==> src/pwr_atten_pkg.sv <==
// package: register map, field positions, reset values and limits
package pwr_atten_pkg;
  // ----------------------------------------------------------------
  // register addresses
  // ----------------------------------------------------------------
  localparam int          ADDR_W             = 13;
  localparam logic [12:0] ADDR_OUTPUT_FORMAT = 13'h146;
  localparam logic [12:0] ADDR_STBY_SELECT   = 13'h150;
  localparam logic [12:0] ADDR_NOW_OFF       = 13'h151;
  localparam logic [12:0] ADDR_STBY_PIN      = 13'h152;
  localparam logic [12:0] ADDR_ATTENUATOR_MODE_CTRL    = 13'h180;
  localparam logic [12:0] ADDR_ATTEN_LOW     = 13'h181;
  localparam logic [12:0] ADDR_ATTEN_HIGH    = 13'h182;
  localparam logic [12:0] ADDR_STEP_START    = 13'h183;
  localparam logic [12:0] ADDR_ATTEN_STATUS  = 13'h184;
  // ----------------------------------------------------------------
  // reset values
  // ----------------------------------------------------------------
  localparam logic [7:0]  RST_OUTPUT_FORMAT  = 8'h00;
  localparam logic [7:0]  RST_STBY_SELECT    = 8'h02;
  localparam logic [7:0]  RST_NOW_OFF        = 8'h00;
  localparam logic [7:0]  RST_STBY_PIN       = 8'h00;
  localparam logic [7:0]  RST_ATTENUATOR_MODE_CTRL     = 8'h00;
  localparam logic [7:0]  RST_ATTEN_VALUE    = 8'h0C;
  localparam logic [7:0]  RST_STEP_START     = 8'h00;
  localparam logic [1:0]  RST_STATUS_SPARE   = 2'h0;
  // ----------------------------------------------------------------
  // field positions
  // ----------------------------------------------------------------
  localparam int          OFFSET_BIN_BIT     = 0;
  localparam int          STBY_NEG_SUPPLY    = 6;
  localparam int          STBY_MAIN_PLL      = 5;
  localparam int          STBY_LINK_PLL      = 4;
  localparam int          STBY_LINK_TX       = 3;
  localparam int          STBY_LINK_FRAMER        = 2;
  localparam int          STBY_DIGITAL_DATAPATH      = 1;
  localparam int          STBY_DIG_CLOCKS    = 0;
  localparam int          NOW_OFF_FRAMER     = 2;
  localparam int          NOW_OFF_DATAPATH   = 1;
  localparam int          NOW_OFF_CLOCKS     = 0;
  localparam int          PIN_ENABLE_BIT     = 4;
  localparam int          ATTENUATOR_MODE_CTRL_BIT     = 0;
  localparam int          STATUS_PIN_BIT     = 7;
  // ----------------------------------------------------------------
  // attenuator limits and pin count
  // ----------------------------------------------------------------
  localparam logic [4:0]  ATTEN_MIN          = 5'h00;
  localparam logic [4:0]  ATTEN_MAX          = 5'h1B;
  localparam logic [4:0]  ATTEN_OFF_CODE     = 5'h1F;
  localparam int          GAIN_PINS          = 4;
  localparam int          SYNC_STAGES        = 2;
endpackage

==> src/power_and_attenuator_control.sv <==
// power-down, standby and attenuator control register bank
`timescale 1ns/10ps
module power_and_attenuator_control #(
  parameter int SAMPLE_W = 16
) (
  // clock, reset, enable
  input  wire logic                clk,
  input  wire logic                rst,
  input  wire logic                ce,
  // register port
  input  wire logic [12:0]         reg_addr,
  input  wire logic [7:0]          reg_wdata,
  input  wire logic                reg_we,
  input  wire logic                reg_re,
  output logic      [7:0]          reg_rdata,
  output logic                     reg_rvalid,
  // standby request from the standby control register
  input  wire logic                standby_request,
  // gain-control pins, asynchronous
  input  wire logic                gain_pin_one,
  input  wire logic                gain_pin_two,
  input  wire logic                gain_pin_three,
  input  wire logic                gain_pin_four,
  // sample path
  input  wire logic [SAMPLE_W-1:0] sample_in,
  output logic      [SAMPLE_W-1:0] sample_out,
  // power-down controls
  output logic                     standby_active,
  output logic                     pd_neg_supply_gen,
  output logic                     pd_main_clock_pll,
  output logic                     pd_link_pll,
  output logic                     pd_link_transmitters,
  output logic                     pd_link_framer,
  output logic                     pd_digital_datapath,
  output logic                     pd_digital_clocks,
  // attenuator
  output logic      [4:0]          atten_value,
  output logic                     atten_disable
);
  // ----------------------------------------------------------------
  // registers
  // ----------------------------------------------------------------
  logic [7:0] output_format_ctrl_q;    // format select plus spare bits
  logic [7:0] standby_block_select_q;  // blocks to drop in standby
  logic [7:0] immediate_power_down_q;  // unconditional power-down
  logic [7:0] standby_pin_ctrl_q;      // pin enable and pin choice
  logic [7:0] attenuator_mode_ctrl_q;  // mode bit plus spare bits
  logic [7:0] atten_value_pin_low_q;   // value for pin two low
  logic [7:0] atten_value_pin_high_q;  // value for pin two high
  logic [7:0] step_mode_start_value_q; // step-mode start value
  logic [1:0] status_spare_q;          // spare writable status bits

  // ----------------------------------------------------------------
  // pin synchronisation and edge detection
  // ----------------------------------------------------------------
  logic [3:0] pins_raw;       // pins gathered, one to four
  logic [3:0] pins_s;         // synchronised pins
  logic [1:0] step_pins_q;    // last value of pins one and two
  logic       mode_q;         // last attenuator mode, for load
  logic       step_mode;      // attenuator mode one
  logic       step_down;      // rising edge on pin one
  logic       step_up;        // rising edge on pin two
  logic       step_load;      // restart step counter
  logic       start_wr;       // start value written this cycle
  logic [7:0] start_src;      // value the counter restarts from
  logic [4:0] step_value;     // step-mode attenuation

  assign pins_raw = {gain_pin_four, gain_pin_three, gain_pin_two, gain_pin_one};

  pin_sync #(
    .WIDTH     (pwr_atten_pkg::GAIN_PINS)
  ) u_pin_sync (
    .clk       (clk),
    .rst       (rst),
    .ce        (ce),
    .pins      (pins_raw),
    .pins_sync (pins_s)
  );

  // remember step pins and mode so edges can be found
  always_ff @(posedge clk or posedge rst) begin
    if (rst) begin
      step_pins_q <= 2'h0;
      mode_q      <= 1'b0;
    end else if (ce) begin
      step_pins_q <= pins_s[1:0];
      mode_q      <= step_mode;
    end
  end

  assign step_mode = attenuator_mode_ctrl_q[pwr_atten_pkg::ATTENUATOR_MODE_CTRL_BIT];
  // each rising edge is one step command from the gain controller
  assign step_down = pins_s[0] & ~step_pins_q[0];
  assign step_up   = pins_s[1] & ~step_pins_q[1];
  // load on entry to mode one, or on a new start value in mode one
  assign start_wr  = reg_we & (reg_addr == pwr_atten_pkg::ADDR_STEP_START);
  assign step_load = step_mode & (~mode_q | start_wr);
  // the start register only holds the new value after this edge, so a
  // load caused by the write itself must take the write data directly;
  // otherwise the counter would restart from the stale start value
  assign start_src = start_wr ? reg_wdata : step_mode_start_value_q;

  atten_stepper u_stepper (
    .clk         (clk),
    .rst         (rst),
    .ce          (ce),
    .load        (step_load),
    .start_value (start_src),
    .step_en     (step_mode),
    .step_down   (step_down),
    .step_up     (step_up),
    .value_q     (step_value)
  );

  // ----------------------------------------------------------------
  // register writes; every bit stored, spare ones included, except status, which keeps only bits 6:5
  // ----------------------------------------------------------------
  always_ff @(posedge clk or posedge rst) begin
    if (rst) begin
      output_format_ctrl_q    <= pwr_atten_pkg::RST_OUTPUT_FORMAT;
      standby_block_select_q  <= pwr_atten_pkg::RST_STBY_SELECT;
      immediate_power_down_q  <= pwr_atten_pkg::RST_NOW_OFF;
      standby_pin_ctrl_q      <= pwr_atten_pkg::RST_STBY_PIN;
      attenuator_mode_ctrl_q  <= pwr_atten_pkg::RST_ATTENUATOR_MODE_CTRL;
      atten_value_pin_low_q   <= pwr_atten_pkg::RST_ATTEN_VALUE;
      atten_value_pin_high_q  <= pwr_atten_pkg::RST_ATTEN_VALUE;
      step_mode_start_value_q <= pwr_atten_pkg::RST_STEP_START;
      status_spare_q          <= pwr_atten_pkg::RST_STATUS_SPARE;
    end else if (ce && reg_we) begin
      case (reg_addr)
        pwr_atten_pkg::ADDR_OUTPUT_FORMAT: output_format_ctrl_q    <= reg_wdata;
        pwr_atten_pkg::ADDR_STBY_SELECT:   standby_block_select_q  <= reg_wdata;
        pwr_atten_pkg::ADDR_NOW_OFF:       immediate_power_down_q  <= reg_wdata;
        pwr_atten_pkg::ADDR_STBY_PIN:      standby_pin_ctrl_q      <= reg_wdata;
        pwr_atten_pkg::ADDR_ATTENUATOR_MODE_CTRL:    attenuator_mode_ctrl_q  <= reg_wdata;
        pwr_atten_pkg::ADDR_ATTEN_LOW:     atten_value_pin_low_q   <= reg_wdata;
        pwr_atten_pkg::ADDR_ATTEN_HIGH:    atten_value_pin_high_q  <= reg_wdata;
        pwr_atten_pkg::ADDR_STEP_START:    step_mode_start_value_q <= reg_wdata;
        pwr_atten_pkg::ADDR_ATTEN_STATUS:  status_spare_q          <= reg_wdata[6:5];
        default: ;  // unmapped writes are dropped
      endcase
    end
  end

  // ----------------------------------------------------------------
  // register reads; one cycle latency, unmapped reads give zero
  // ----------------------------------------------------------------
  always_ff @(posedge clk or posedge rst) begin
    if (rst) begin
      reg_rdata  <= 8'h00;
      reg_rvalid <= 1'b0;
    end else if (ce) begin
      reg_rvalid <= reg_re;
      if (reg_re) begin
        case (reg_addr)
          pwr_atten_pkg::ADDR_OUTPUT_FORMAT: reg_rdata <= output_format_ctrl_q;
          pwr_atten_pkg::ADDR_STBY_SELECT:   reg_rdata <= standby_block_select_q;
          pwr_atten_pkg::ADDR_NOW_OFF:       reg_rdata <= immediate_power_down_q;
          pwr_atten_pkg::ADDR_STBY_PIN:      reg_rdata <= standby_pin_ctrl_q;
          pwr_atten_pkg::ADDR_ATTENUATOR_MODE_CTRL:    reg_rdata <= attenuator_mode_ctrl_q;
          pwr_atten_pkg::ADDR_ATTEN_LOW:     reg_rdata <= atten_value_pin_low_q;
          pwr_atten_pkg::ADDR_ATTEN_HIGH:    reg_rdata <= atten_value_pin_high_q;
          pwr_atten_pkg::ADDR_STEP_START:    reg_rdata <= step_mode_start_value_q;
          // pin two state, spare bits, step-mode value
          pwr_atten_pkg::ADDR_ATTEN_STATUS:
            reg_rdata <= {pins_s[1], status_spare_q, step_value};
          default:                           reg_rdata <= 8'h00;
        endcase
      end
    end
  end

  // ----------------------------------------------------------------
  // standby decision
  // ----------------------------------------------------------------
  logic standby_d;  // standby seen this cycle
  logic pin_level;  // chosen gain pin

  assign pin_level = pins_s[standby_pin_ctrl_q[1:0]];
  // pins count only when enabled; then it is a plain OR
  assign standby_d = standby_request |
                     (standby_pin_ctrl_q[pwr_atten_pkg::PIN_ENABLE_BIT] & pin_level);

  // ----------------------------------------------------------------
  // power-down outputs; each select bit gates only its own block
  // ----------------------------------------------------------------
  always_ff @(posedge clk or posedge rst) begin
    if (rst) begin
      standby_active       <= 1'b0;
      pd_neg_supply_gen    <= 1'b0;
      pd_main_clock_pll    <= 1'b0;
      pd_link_pll          <= 1'b0;
      pd_link_transmitters <= 1'b0;
      pd_link_framer       <= 1'b0;
      pd_digital_datapath  <= 1'b0;
      pd_digital_clocks    <= 1'b0;
    end else if (ce) begin
      standby_active       <= standby_d;
      pd_neg_supply_gen    <= standby_d &
                              standby_block_select_q[pwr_atten_pkg::STBY_NEG_SUPPLY];
      pd_main_clock_pll    <= standby_d &
                              standby_block_select_q[pwr_atten_pkg::STBY_MAIN_PLL];
      pd_link_pll          <= standby_d &
                              standby_block_select_q[pwr_atten_pkg::STBY_LINK_PLL];
      pd_link_transmitters <= standby_d &
                              standby_block_select_q[pwr_atten_pkg::STBY_LINK_TX];
      // immediate bits act with or without standby
      pd_link_framer       <= (standby_d & standby_block_select_q[pwr_atten_pkg::STBY_LINK_FRAMER]) |
                              immediate_power_down_q[pwr_atten_pkg::NOW_OFF_FRAMER];
      pd_digital_datapath  <= (standby_d & standby_block_select_q[pwr_atten_pkg::STBY_DIGITAL_DATAPATH]) |
                              immediate_power_down_q[pwr_atten_pkg::NOW_OFF_DATAPATH];
      pd_digital_clocks    <= (standby_d &
                               standby_block_select_q[pwr_atten_pkg::STBY_DIG_CLOCKS]) |
                              immediate_power_down_q[pwr_atten_pkg::NOW_OFF_CLOCKS];
    end
  end

  // ----------------------------------------------------------------
  // attenuation in use
  // ----------------------------------------------------------------
  logic [7:0] pin_value;     // mode zero choice
  logic [7:0] chosen_value;  // value before range check

  // high value only reachable in mode zero with pin two high
  assign pin_value    = pins_s[1] ? atten_value_pin_high_q : atten_value_pin_low_q;
  assign chosen_value = step_mode ? {3'h0, step_value} : pin_value;

  always_ff @(posedge clk or posedge rst) begin
    if (rst) begin
      atten_value   <= pwr_atten_pkg::ATTEN_MIN;
      atten_disable <= 1'b0;
    end else if (ce) begin
      // anything above 27 switches the attenuator off
      if (chosen_value > {3'h0, pwr_atten_pkg::ATTEN_MAX}) begin
        atten_value   <= pwr_atten_pkg::ATTEN_OFF_CODE;
        atten_disable <= 1'b1;
      end else begin
        atten_value   <= chosen_value[4:0];
        atten_disable <= 1'b0;
      end
    end
  end

  // ----------------------------------------------------------------
  // sample format: flipping the sign bit gives offset binary
  // ----------------------------------------------------------------
  always_ff @(posedge clk or posedge rst) begin
    if (rst) begin
      sample_out <= '0;
    end else if (ce) begin
      sample_out <= sample_in ^
        {output_format_ctrl_q[pwr_atten_pkg::OFFSET_BIN_BIT], {(SAMPLE_W-1){1'b0}}};
    end
  end

  // ----------------------------------------------------------------
  // checks
  // ----------------------------------------------------------------
  property p_format;
    @(posedge clk) disable iff (rst)
      ce |=> sample_out[SAMPLE_W-1] == ($past(sample_in[SAMPLE_W-1]) ^
             $past(output_format_ctrl_q[pwr_atten_pkg::OFFSET_BIN_BIT]));
  endproperty
  a_format: assert property (p_format) else $error("sample sign bit wrong");

  property p_neg_supply;
    @(posedge clk) disable iff (rst)
      ce |=> pd_neg_supply_gen == ($past(standby_d) &&
             $past(standby_block_select_q[pwr_atten_pkg::STBY_NEG_SUPPLY]));
  endproperty
  a_neg_supply: assert property (p_neg_supply) else $error("supply gen power-down wrong");

  property p_main_pll;
    @(posedge clk) disable iff (rst)
      (ce && !standby_d) |=> !pd_main_clock_pll;
  endproperty
  a_main_pll: assert property (p_main_pll) else $error("pll off outside standby");

  property p_now_off;
    @(posedge clk) disable iff (rst)
      (ce && immediate_power_down_q[pwr_atten_pkg::NOW_OFF_FRAMER])
      |=> pd_link_framer;
  endproperty
  a_now_off: assert property (p_now_off) else $error("immediate framer power-down missed");

  property p_pin_ignored;
    @(posedge clk) disable iff (rst)
      (ce && !standby_pin_ctrl_q[pwr_atten_pkg::PIN_ENABLE_BIT])
      |=> standby_active == $past(standby_request);
  endproperty
  a_pin_ignored: assert property (p_pin_ignored) else $error("pin acted while disabled");

  property p_pin_select;
    @(posedge clk) disable iff (rst)
      (ce && standby_pin_ctrl_q[pwr_atten_pkg::PIN_ENABLE_BIT] &&
       pins_s[standby_pin_ctrl_q[1:0]]) |=> standby_active;
  endproperty
  a_pin_select: assert property (p_pin_select) else $error("selected pin missed");

  property p_mode0_value;
    @(posedge clk) disable iff (rst)
      (ce && !step_mode && pin_value <= 8'h1B) |=> atten_value == $past(pin_value[4:0]);
  endproperty
  a_mode0_value: assert property (p_mode0_value) else $error("mode zero value wrong");

  property p_disable;
    @(posedge clk) disable iff (rst)
      (ce && chosen_value > 8'h1B) |=> atten_disable ##0 atten_value == 5'h1F;
  endproperty
  a_disable: assert property (p_disable) else $error("out-of-range value not disabled");

  property p_reset_values;
    @(posedge clk)
      $fell(rst) |-> atten_value_pin_low_q == 8'h0C && atten_value_pin_high_q == 8'h0C &&
                     standby_block_select_q == 8'h02;
  endproperty
  a_reset_values: assert property (p_reset_values) else $error("reset values wrong");
endmodule

==> src/pin_sync.sv <==
// two-stage synchroniser for asynchronous pins
`timescale 1ns/10ps
module pin_sync #(
  parameter int WIDTH = 4
) (
  // clock, reset, enable
  input  wire logic             clk,
  input  wire logic             rst,
  input  wire logic             ce,
  // pins and synchronised copy
  input  wire logic [WIDTH-1:0] pins,
  output logic      [WIDTH-1:0] pins_sync
);
  logic [WIDTH-1:0] meta_q;  // first stage, read only by second stage

  // ----------------------------------------------------------------
  // two flops in series; first stage feeds nothing else
  // ----------------------------------------------------------------
  always_ff @(posedge clk or posedge rst) begin
    if (rst) begin
      meta_q    <= '0;
      pins_sync <= '0;
    end else if (ce) begin
      meta_q    <= pins;
      pins_sync <= meta_q;
    end
  end
endmodule

==> src/atten_stepper.sv <==
// step-mode attenuation counter: load, one-step up/down, saturating
`timescale 1ns/10ps
module atten_stepper (
  // clock, reset, enable
  input  wire logic       clk,
  input  wire logic       rst,
  input  wire logic       ce,
  // control
  input  wire logic       load,
  input  wire logic [7:0] start_value,
  input  wire logic       step_en,
  input  wire logic       step_down,
  input  wire logic       step_up,
  // current value
  output logic      [4:0] value_q
);
  // ----------------------------------------------------------------
  // counter; out-of-range start parks the attenuator disabled
  // ----------------------------------------------------------------
  always_ff @(posedge clk or posedge rst) begin
    if (rst) begin
      value_q <= pwr_atten_pkg::ATTEN_MIN;
    end else if (ce) begin
      if (load) begin
        value_q <= (start_value > 8'h1F) ? pwr_atten_pkg::ATTEN_OFF_CODE : start_value[4:0];
      end else if (step_en && (step_up != step_down)) begin
        // saturate, never wrap; a disabled code is not stepped
        if (step_up && value_q < pwr_atten_pkg::ATTEN_MAX) begin
          value_q <= value_q + 5'h01;
        end else if (step_down && value_q > pwr_atten_pkg::ATTEN_MIN &&
                     value_q <= pwr_atten_pkg::ATTEN_MAX) begin
          value_q <= value_q - 5'h01;
        end
      end
    end
  end

  // ----------------------------------------------------------------
  // checks
  // ----------------------------------------------------------------
  property p_step_saturate;
    @(posedge clk) disable iff (rst)
      (ce && !load && step_en && step_up && !step_down && value_q == pwr_atten_pkg::ATTEN_MAX)
      |=> value_q == pwr_atten_pkg::ATTEN_MAX;
  endproperty
  a_step_saturate: assert property (p_step_saturate) else $error("step went past 27");

  property p_step_floor;
    @(posedge clk) disable iff (rst)
      (ce && !load && step_en && step_down && !step_up && value_q == pwr_atten_pkg::ATTEN_MIN)
      |=> value_q == pwr_atten_pkg::ATTEN_MIN;
  endproperty
  a_step_floor: assert property (p_step_floor) else $error("step wrapped below 0");
endmodule

==> config.mk <==
export PLATFORM = sky130hd
export DESIGN_NAME = power_and_attenuator_control
export DESIGN_NICKNAME = d
export VERILOG_FILES = /design/src/pwr_atten_pkg.sv /design/src/power_and_attenuator_control.sv /design/src/pin_sync.sv /design/src/atten_stepper.sv
export SDC_FILE = /design/constraint.sdc
export NUM_CORES = 1
export LEC_CHECK = 0
export ABC_AREA = 1
export BUFFER_PORTS_ARGS = -buffer_cell sky130_fd_sc_hd__buf_4
export CAP_MARGIN = 40
export CORE_MARGIN = 3
export CORE_UTILIZATION = 40
export DETAILED_ROUTE_END_ITERATION = 6
export PLACE_DENSITY = 0.55
export SETUP_SLACK_MARGIN = 0.05
export SYNTH_ARGS = -nofsm -noshare
export SYNTH_HDL_FRONTEND = slang
export SYNTH_SLANG_ARGS = --single-unit
==> constraint.sdc <==
create_clock -name clk -period 8.35 [get_ports clk]
set_clock_uncertainty 0.15 [all_clocks]
set_input_delay 1.67 -clock clk [delete_from_list [all_inputs] [get_ports clk]]
set_output_delay 1.67 -clock clk [all_outputs]
set_load 0.05 [all_outputs]
==> run_results.csv, run 1 <==
group,metric,value,unit
placement,io_buffers,85,
drt,first_pass_iters,5,
sta,tns,0,ns
power,power_density,201,nW/µm²
logic_synthesis,syn_area_per_cell,7.84,µm²
floorplanning,dieArea,16400,µm²
cells_and_area,layout_common_cells,"nand2_1 (280), dfrtp_1 (116), nand3_1 (92), buf_4 (86), nor2_1 (55)",
cts,hold_buffers,0,
global_route,use_met1,28.1,%
worst_setup_path,r2r_cells,12,
sta,slew_headroom,58.6,%
sta,setup_viol,0,
global_route,grt_overflow,0,
drt,drtIter0Drc,348,
cts,h-tree-depth,4,
worst_setup_path,r2r_end,"u_stepper.value_q[4]",
run_status,run_status,"completed",
global_route,grt_pass1_vias,5140,
sta,rsz0062_at_grt,"no",
cells_and_area,final_common_cell,"nand2_1",
sta,post-route-min-period,3.40,ns
min_path,whs_path_depth,2,
floorplanning,io_pins,86,
drt,wl_per_cell,15.6,µm
logic_synthesis,yosysTopAreaCell,"dfrtp_1",
floorplanning,core,14200,µm²
sta,drv_slew,0,
floorplanning,rows,43,
floorplanning,fp.dieH,128,µm
logic_synthesis,syn_area,5950,µm²
global_route,top_usage_layer,"met2",
power,leakage,0.00374,µW
cells_and_area,syn_to_final_growth,22.9,%
power,power,1470,µW
worst_setup_path,worst_ep_arrival_time,3.55,ns
drt,wirelength,16100,µm
drt,num_vias,5238,
cells_and_area,fin_area,7310,µm²
logic_synthesis,synth.distinct_cells,35,
floorplanning,start_util,41.9,%
sta,worst_pin_slew,0.618,ns
cells_and_area,nets,891,
placement,place_congestion,0.836,
cts,clkTransAtPathRegs,0.05,ns
sta,hold_viol,0,
global_route,use_met2,33.0,%
drt,via_per_inst,5.08,
logic_synthesis,syn_nets,810,
logic_synthesis,yosys.area.top_type_share,48.8,%
worst_setup_path,cp_max_fo,50,
drt,ant_nets,0,
sta,min_period_over_period,40.8,%
cts,cts-root-buf,"clkbuf_16",
cts,clock_sinks,121,
min_path,min_to,"u_pin_sync.meta_q[1]",
placement,pre_cts_ws,4.49,ns
logic_synthesis,yosys_warnings,0,
cts,cts_tree,"done",
cts,ctsResizeCount,0,
logic_synthesis,ys_seq_area_share,51.0,%
min_path,hold_path_class,"reg -> reg",
worst_setup_path,end_kind,"flop",
worst_setup_path,required,8.50,ns
sta,layout_setup_ws,4.95,ns
cells_and_area,drive_gt1_share,17.1,%
cts,cts_setup_buffers,0,
logic_synthesis,synth_seq_cells,121,
worst_setup_path,crit_type,"in -> reg",
worst_setup_path,start_kind,"input pin",
worst_setup_path,ff2ff_setup_slack,5.80,ns
cts,cts_buffer_depth,2,
global_route,antenna_found_initial,0,
power,vdd_drop_max,0.131,mV
global_route,grt_use_met3,4.13,%
global_route,grt_usage,20.7,%
logic_synthesis,syn_inst,758,
placement,dpl.hpwl,11400,µm
drt,route.detailed.drc,0,
worst_setup_path,r2r_start,"u_pin_sync.pins_sync[1]",
cts,insertion_delay,0.41,ns
global_route,grt_first_pass_wirelength,26500,µm
cells_and_area,diodes,0,
flow_run,cap_violations,0,
logic_synthesis,synthTopCellsByArea,"dfrtp_1 (49%), nand2_1 (18%), nand3_1 (7.7%), o21ai_0 (4.3%), nor2_1 (3.5%)",
placement,place_area,6750,µm²
cts,numCtsBuffers,17,
sta,timing.fmax,294,MHz
min_path,hold_start,"u_pin_sync.meta_q[1]",
floorplanning,die_w,128,µm
global_route,grt_start_max_net_pins,54,
## metrics by stage
step / cells / hold slack (ns) / util (%)
after CTS: 1032 / 0.322 / 51.5
after detailed placement: 1000 / 0.310 / 47.5
after floorplan: 758 / 0.292 / -
final: 1032 / 0.319 / 51.5
after global placement: 997 / 0.306 / 47.1
after global routing: 1032 / 0.349 / 51.5
## critical path, stage by stage
cell	delay, ns
buf_4	0.41
clkinv_1	0.58
a21oi_1	0.47
nand2_1	0.10
inv_1	0.10
nand2_1	0.06
o21ai_0	0.08
inv_1	0.06
## Yosys cell counts
cell      instances
a21o_1            1
dfrtp_1         116
nand3_4           1
xor2_1            1
clkinv_1          1
xnor2_1           2
o21ai_0          51
a21oi_1           8
clkbuf_1          7
nor2_4            1
buf_1             6
fa_1              1
o21bai_1          1
nand2_4           1
nor2_1           55
nor2_8            2
nand4_1          13
nand4_2           1
nor3_1            4
a21oi_4           1
nand2_2           4
nand3_1          92
nor3_4            1
inv_2             2
o21ai_2           8
buf_2             9
nor2_2            1
inv_1            44
ha_1              4
o21ai_1          28
buf_6             1
dfstp_2           5
buf_4             4
nand2_1         280
o211ai_1          1
## worst max path at each step
stage          startpoint        endpoint  slack (ns)  depth (start not counted)
6_report               ce  atten_value[0]        4.95                          8
5_1_grt                ce  atten_value[0]        4.61                          8
4_1_cts                ce  atten_value[0]        4.93                          8
3_5_place_dp           ce  atten_value[0]        4.49                          8
3_3_place_gp           ce  atten_value[1]        4.16                          8
2_1_floorplan         rst   atten_disable        3.32                          1
## layout make-up
| cell class | instances | area [µm²] |
|---|---|---|
| Tap cell | 180 | 225 |
| Clock inverter | 7 | 66.3 |
| Sequential cell | 121 | 3030 |
| Inverter | 47 | 179 |
| Clock buffer | 25 | 495 |
| Multi-Input combinational cell | 563 | 2600 |
| Timing Repair Buffer | 89 | 708 |
| Fill cell | 1468 | 6900 |
## where the power goes
part | switching (µW) | leakage [µW] | internal (µW)
registers | 11.5 | 0.00161 | 605
clock network | 254 | 0.000277 | 439
logic | 109 | 0.00185 | 48.0
## layer usage
metal | wire length (µm) | share of wire (%)
met5 | 0 | 0
met2 | 7750 | 48
met3 | 628 | 3.9
met4 | 289 | 1.8
met1 | 7410 | 46
## flip-flops by register name, summed over array words and instances, names as in the netlist, 2 cells and up
register	cells
atten_value	5
atten_value_pin_high_q	8
atten_value_pin_low_q	8
attenuator_mode_ctrl_q	8
immediate_power_down_q	8
output_format_ctrl_q	8
reg_rdata	8
sample_out	16
standby_block_select_q	8
standby_pin_ctrl_q	8
status_spare_q	2
step_mode_start_value_q	8
step_pins_q	2
u_pin_sync.meta_q	4
u_pin_sync.pins_sync	4
u_stepper.value_q	5
## logic make-up (layout without fill, tap and decap cells)
family,after synthesis,after routing,synth area share [%]
XOR/XNOR,3,3,0.442
flip-flops,121,121,51.0
AND/OR/NAND/NOR,456,456,33.0
buffers and inverters,74,168,5.24
AO/OA/AOI/OAI,99,99,9.15
adder cells (fa/ha/maj),5,5,1.18
Power figures use the tool's default switching activity.
==> run 2: changes to the inputs <==
clock period = 3.4 ns   (was 8.35 ns; I/O delays follow)
==> run 2 against run 1 <==
  * Cell count is essentially flat
  * Total power grew to 2.7 times the previous value
  * Die area is the same
  * Critical path depth increased by 3
  * Sequential share of layout area is 0.63 points lower
  * Clock-buffer cell count shrank 7
  * Hold slack got worse by 0.088 ns
  * Global-route usage shrank 0.13 points
  * Critical endpoint is now u_stepper.value_q[3]
  * Clock power increased to 3.0 times the previous value
  * First-iteration DRC count decreased by 9.2%
  * Combinational power grew 150%
==> run_results.csv, run 2 (synthesized netlist as in run 1, its figures left out) <==
group,metric,value,unit
cts,cts-root-buf,"clkbuf_16",
sta,tns,0,ns
drt,ant_nets,0,
cells_and_area,syn_to_final_growth,24.8,%
sta,timing.fmax,384,MHz
floorplanning,io_pins,86,
drt,first_pass_iters,5,
sta,hold_viol,0,
placement,io_buffers,85,
sta,min_period_over_period,76.5,%
worst_setup_path,crit_type,"reg -> reg",
global_route,grt_start_max_net_pins,67,
cts,numCtsBuffers,17,
cells_and_area,regMostFlops,"sample_out",
power,power_density,535,nW/µm²
worst_setup_path,slowest_delay,0.57,ns
worst_setup_path,start_kind,"flop",
floorplanning,rows,43,
drt,num_vias,5218,
cts,cts_buffer_depth,2,
worst_setup_path,path_buf_inv,1,
floorplanning,die_w,128,µm
worst_setup_path,ff2ff_setup_slack,0.80,ns
worst_setup_path,cpLargestDelayFamily,"simple AND/OR/NAND/NOR gates",
drt,wl_per_cell,15.7,µm
placement,place_congestion,0.875,
global_route,grt_first_pass_wirelength,26500,µm
cells_and_area,largest_register_ffs,16,
worst_setup_path,required,3.56,ns
worst_setup_path,worst_ep_arrival_time,2.76,ns
drt,route.detailed.drc,0,
sta,post-route-min-period,2.60,ns
worst_setup_path,path_cells,"inv_1 -> nor2_1 -> nand3_1 -> ha_1 -> a21oi_1 -> nand2_1 -> xor2_1 -> nor2_1 -> nor2_1 -> nand2_1 -> nand2_1",
cells_and_area,drive_gt1_share,17.7,%
power,leakage,0.00379,µW
floorplanning,dieArea,16400,µm²
sta,timing.hold.ws,0.230,ns
cts,clkTransAtPathRegs,0.06,ns
floorplanning,fp.dieH,128,µm
cts,cts_setup_buffers,0,
global_route,grt_overflow,0,
cells_and_area,layout_common_cells,"nand2_1 (280), dfrtp_1 (116), nand3_1 (92), buf_4 (88), nor2_1 (55)",
drt,drtIter0Drc,316,
cts,insertion_delay,0.41,ns
sta,rsz0062_at_grt,"no",
floorplanning,start_util,41.9,%
sta,setup_viol,0,
sta,slew_headroom,51.7,%
cts,cts_tree,"done",
cts,ctsResizeCount,0,
floorplanning,core,14200,µm²
global_route,grt_pass1_vias,5167,
worst_setup_path,critPathSlowestCell,"dfrtp_1",
run_status,run_status,"completed",
drt,via_per_inst,5.05,
sta,drv_slew,0,
worst_setup_path,end_kind,"flop",
cells_and_area,final_common_cell,"nand2_1",
cts,hold_buffers,0,
global_route,grt_usage,20.6,%
sta,worst_pin_slew,0.723,ns
cts,clock_sinks,121,
flow_run,cap_violations,0,
cells_and_area,nets,892,
global_route,antenna_found_initial,0,
placement,dpl.hpwl,11600,µm
worst_setup_path,cp_max_fo,11,
min_path,hold_path_class,"in -> async",
drt,wirelength,16200,µm
cells_and_area,diodes,0,
cts,h-tree-depth,4,
power,vdd_drop_max,0.362,mV
-- run 2: changes by cell type in the layout (fill, tap and decap cells not counted), sizes merged --
cell / delta
buf: +1
bufinv: +5
clkbuf: -7
clkinv: -1
clkinvlp: +1
inv: +2
-- run 2: final cells by class --
| cell class | instances | area, µm² |
|---|---|---|
| Fill cell | 1396 | 6780 |
| Sequential cell | 121 | 3030 |
| Tap cell | 180 | 225 |
| Timing Repair Buffer | 90 | 701 |
| Inverter | 47 | 180 |
| Clock inverter | 14 | 241 |
| Multi-Input combinational cell | 563 | 2600 |
| Clock buffer | 18 | 439 |
-- run 2: path summary, 6_finish.rpt --
check,to,from,cells after the start
worst max-delay path,u_stepper.value_q[3],u_pin_sync.pins_sync[1],11
worst min-delay path,standby_active,rst,2
worst max register to register,u_stepper.value_q[3],u_pin_sync.pins_sync[1],11
worst min register to register,u_pin_sync.meta_q[1],u_pin_sync.meta_q[1],2
max in group asynchronous,standby_block_select_q[1],rst,3
min in group clk,sample_out[8],sample_in[8],3
-- run 2: metrics by stage --
stage	instances	power (µW)	instance area [µm²]	utilization (%)	setup WS [ns]
global route	1033	4110	7420	52.2	0.532
detailed placement	1001	1930	6740	47.5	0.771
floorplan	758	1770	5950	-	1.09
finish	1033	3970	7420	52.2	0.798
CTS	1033	4010	7420	52.2	0.809
global placement	1001	1920	6740	47.5	0.779
-- run 2: per-layer routing --
metal,wire [µm],vias up,share of wire (%),GRT usage (%)
li1,-,2632,-,-
met1,7480,2460,46,27.9
met2,7880,105,49,33.1
met3,585,21,3.6,4.17
met4,289,0,1.8,6.68
met5,0,-,0,0
-- run 2: power breakdown --
part	total, µW	internal [µW]	leakage (µW)	switching (µW)
combinational	385	117	0.00184	268
clock	2070	1400	0.000331	671
sequential	1510	1480	0.00161	28.0
total	3970	3000	0.00379	967
==> run 3: changes to the inputs <==
clock period = 2.5 ns   (was 3.4 ns; I/O delays follow)
==> run 3 against run 2 <==
  * Hold slack lost 0.22 ns
  * Die area is the same
  * Sequential cell count is the same
  * Cell count grew 1.7%
  * Critical path type unchanged
  * Critical endpoint is now u_stepper.value_q[4]
  * Largest cell class unchanged
  * Highest routed layer unchanged
==> run_results.csv, run 3 (synthesized netlist as in run 1, its figures left out) <==
group,metric,value,unit
drt,wirelength,16600,µm
cts,numCtsBuffers,17,
drt,num_vias,5310,
sta,hold_viol,0,
cells_and_area,final_common_cell,"nand2_1",
worst_setup_path,slowest_delay,0.47,ns
floorplanning,start_util,41.9,%
cells_and_area,diodes,0,
floorplanning,core,14200,µm²
drt,first_pass_iters,5,
power,power_density,678,nW/µm²
floorplanning,dieArea,16400,µm²
cells_and_area,nets,910,
cells_and_area,multi_input_area,2600,µm²
cts,insertion_delay,0.41,ns
worst_setup_path,critPathSlowestCell,"dfrtp_1",
sta,setup_viol,0,
sta,rsz0062_at_grt,"no",
global_route,grt_overflow,0,
cells_and_area,seq_area,3030,µm²
cts,cts-root-buf,"clkbuf_16",
worst_setup_path,end_kind,"flop",
power,leakage,0.00385,µW
worst_setup_path,path_buf_inv,2,
drt,m1WireLength,7550,µm
sta,timing.fmax,446,MHz
placement,dpl.hpwl,12000,µm
cts,clock_sinks,121,
cells_and_area,regMostFlops,"sample_out",
cts,cts_tree,"done",
drt,top_layer,"met4",
power,vdd_drop_max,0.492,mV
cts,cts_buffer_depth,2,
floorplanning,fp.dieH,128,µm
run_status,run_status,"completed",
worst_setup_path,crit_path_frequent_cell,"nand3_1",
worst_setup_path,start_kind,"flop",
global_route,grt_first_pass_wirelength,27300,µm
cells_and_area,fin_cells,1051,
worst_setup_path,cpLargestDelayFamily,"simple AND/OR/NAND/NOR gates",
cells_and_area,largest_register_ffs,16,
cts,cts_setup_buffers,0,
global_route,grt_usage,21.3,%
drt,routed-wl-met3,600,µm
cells_and_area,fillCellCount,1398,
drt,ant_nets,0,
worst_setup_path,crit_type,"reg -> reg",
drt,drtIter0Drc,325,
cts,ctsResizeCount,0,
flow_run,cap_violations,0,
placement,io_buffers,85,
cells_and_area,syn_to_final_growth,26.0,%
drt,wl_per_cell,15.8,µm
global_route,antenna_found_initial,0,
drt,route.detailed.drc,0,
cells_and_area,layout_common_cells,"nand2_1 (280), dfrtp_1 (116), buf_4 (104), nand3_1 (92), nor2_1 (55)",
sta,post-route-min-period,2.24,ns
worst_setup_path,worst_ep_arrival_time,2.40,ns
worst_setup_path,cp_max_fo,7,
worst_setup_path,path_cells,"nand2_1 -> inv_1 -> nand2_1 -> nand3_1 -> inv_1 -> fa_1 -> o21bai_1 -> a21oi_1 -> nand3_1 -> nand3_1 -> nand3_1 -> nand2_1",
floorplanning,io_pins,86,
global_route,grt_pass1_vias,5294,
cts,h-tree-depth,4,
sta,worst_pin_slew,0.599,ns
floorplanning,die_w,128,µm
worst_setup_path,required,2.66,ns
drt,via_per_inst,5.05,
global_route,grt_start_max_net_pins,40,
drt,wl_met2,8140,µm
cts,hold_buffers,0,
min_path,hold_path_class,"in -> async",
cts,clkTransAtPathRegs,0.05,ns
cells_and_area,drive_gt1_share,18.8,%
placement,place_congestion,0.889,
sta,drv_slew,0,
sta,min_period_over_period,89.6,%
sta,slew_headroom,60.0,%
sta,tns,0,ns
floorplanning,rows,43,
placement,dp.cells,1019,
## run 3: changes by cell type in the layout (fill, tap and decap cells not counted), sizes merged
cell / previous run / this run
clkinvlp: 2 / 1
bufinv: 6 / 3
inv: 48 / 46
clkbuf: 18 / 24
buf: 90 / 108
## run 3: final cells by class
| type | instances | area share [%] |
|---|---|---|
| clock buffers | 24 | 6.30 |
| clock inverters | 8 | 1.59 |
| well taps | 180 | 3.01 |
| multi-input cells | 563 | 34.7 |
| flip-flops and latches | 121 | 40.5 |
| repair buffers | 108 | 11.5 |
| inverters | 47 | 2.41 |
## run 3: per-stage QoR
stage                     hold slack [ns]  power, µW  area [µm²]  utilization, %  setup slack [ns]
after floorplan                     0.292       2410        5950               -             0.371
after global placement              0.305       2630        6900            48.6             0.304
after detailed placement            0.310       2640        6900            48.6             0.259
after CTS                          0.0156       5130        7490            52.7             0.242
after global routing               0.0421       5270        7490            52.7            0.0566
final                             0.00902       5080        7490            52.7             0.260
## run 3: power breakdown
group	switching, µW	leakage, µW	total, µW	internal (µW)
Sequential	33.4	0.00161	2050	2020
Clock	863	0.000292	2480	1620
Combinational	372	0.00195	545	173
## run 3: metal layers
layer | track usage [%] | vias to the layer above
met2 | 34.8 | 102
met4 | 7.24 | 0
met1 | 28.5 | 2514
met5 | 0 | -
li1 | - | 2670
met3 | 4.00 | 24
## run 3: worst paths after layout
kind                                       from                         to  slack (ns)  cells after the start
min                                         rst  immediate_power_down_q[2]       0.009                      2
max reg2reg                u_stepper.value_q[3]       u_stepper.value_q[4]        0.26                     12
max                        u_stepper.value_q[3]       u_stepper.value_q[4]        0.26                     12
min in group clk                  sample_in[14]             sample_out[14]        0.13                      3
min reg2reg                u_pin_sync.meta_q[3]       u_pin_sync.meta_q[3]        0.32                      2
max in group asynchronous                   rst   atten_value_pin_low_q[2]        1.55                      3
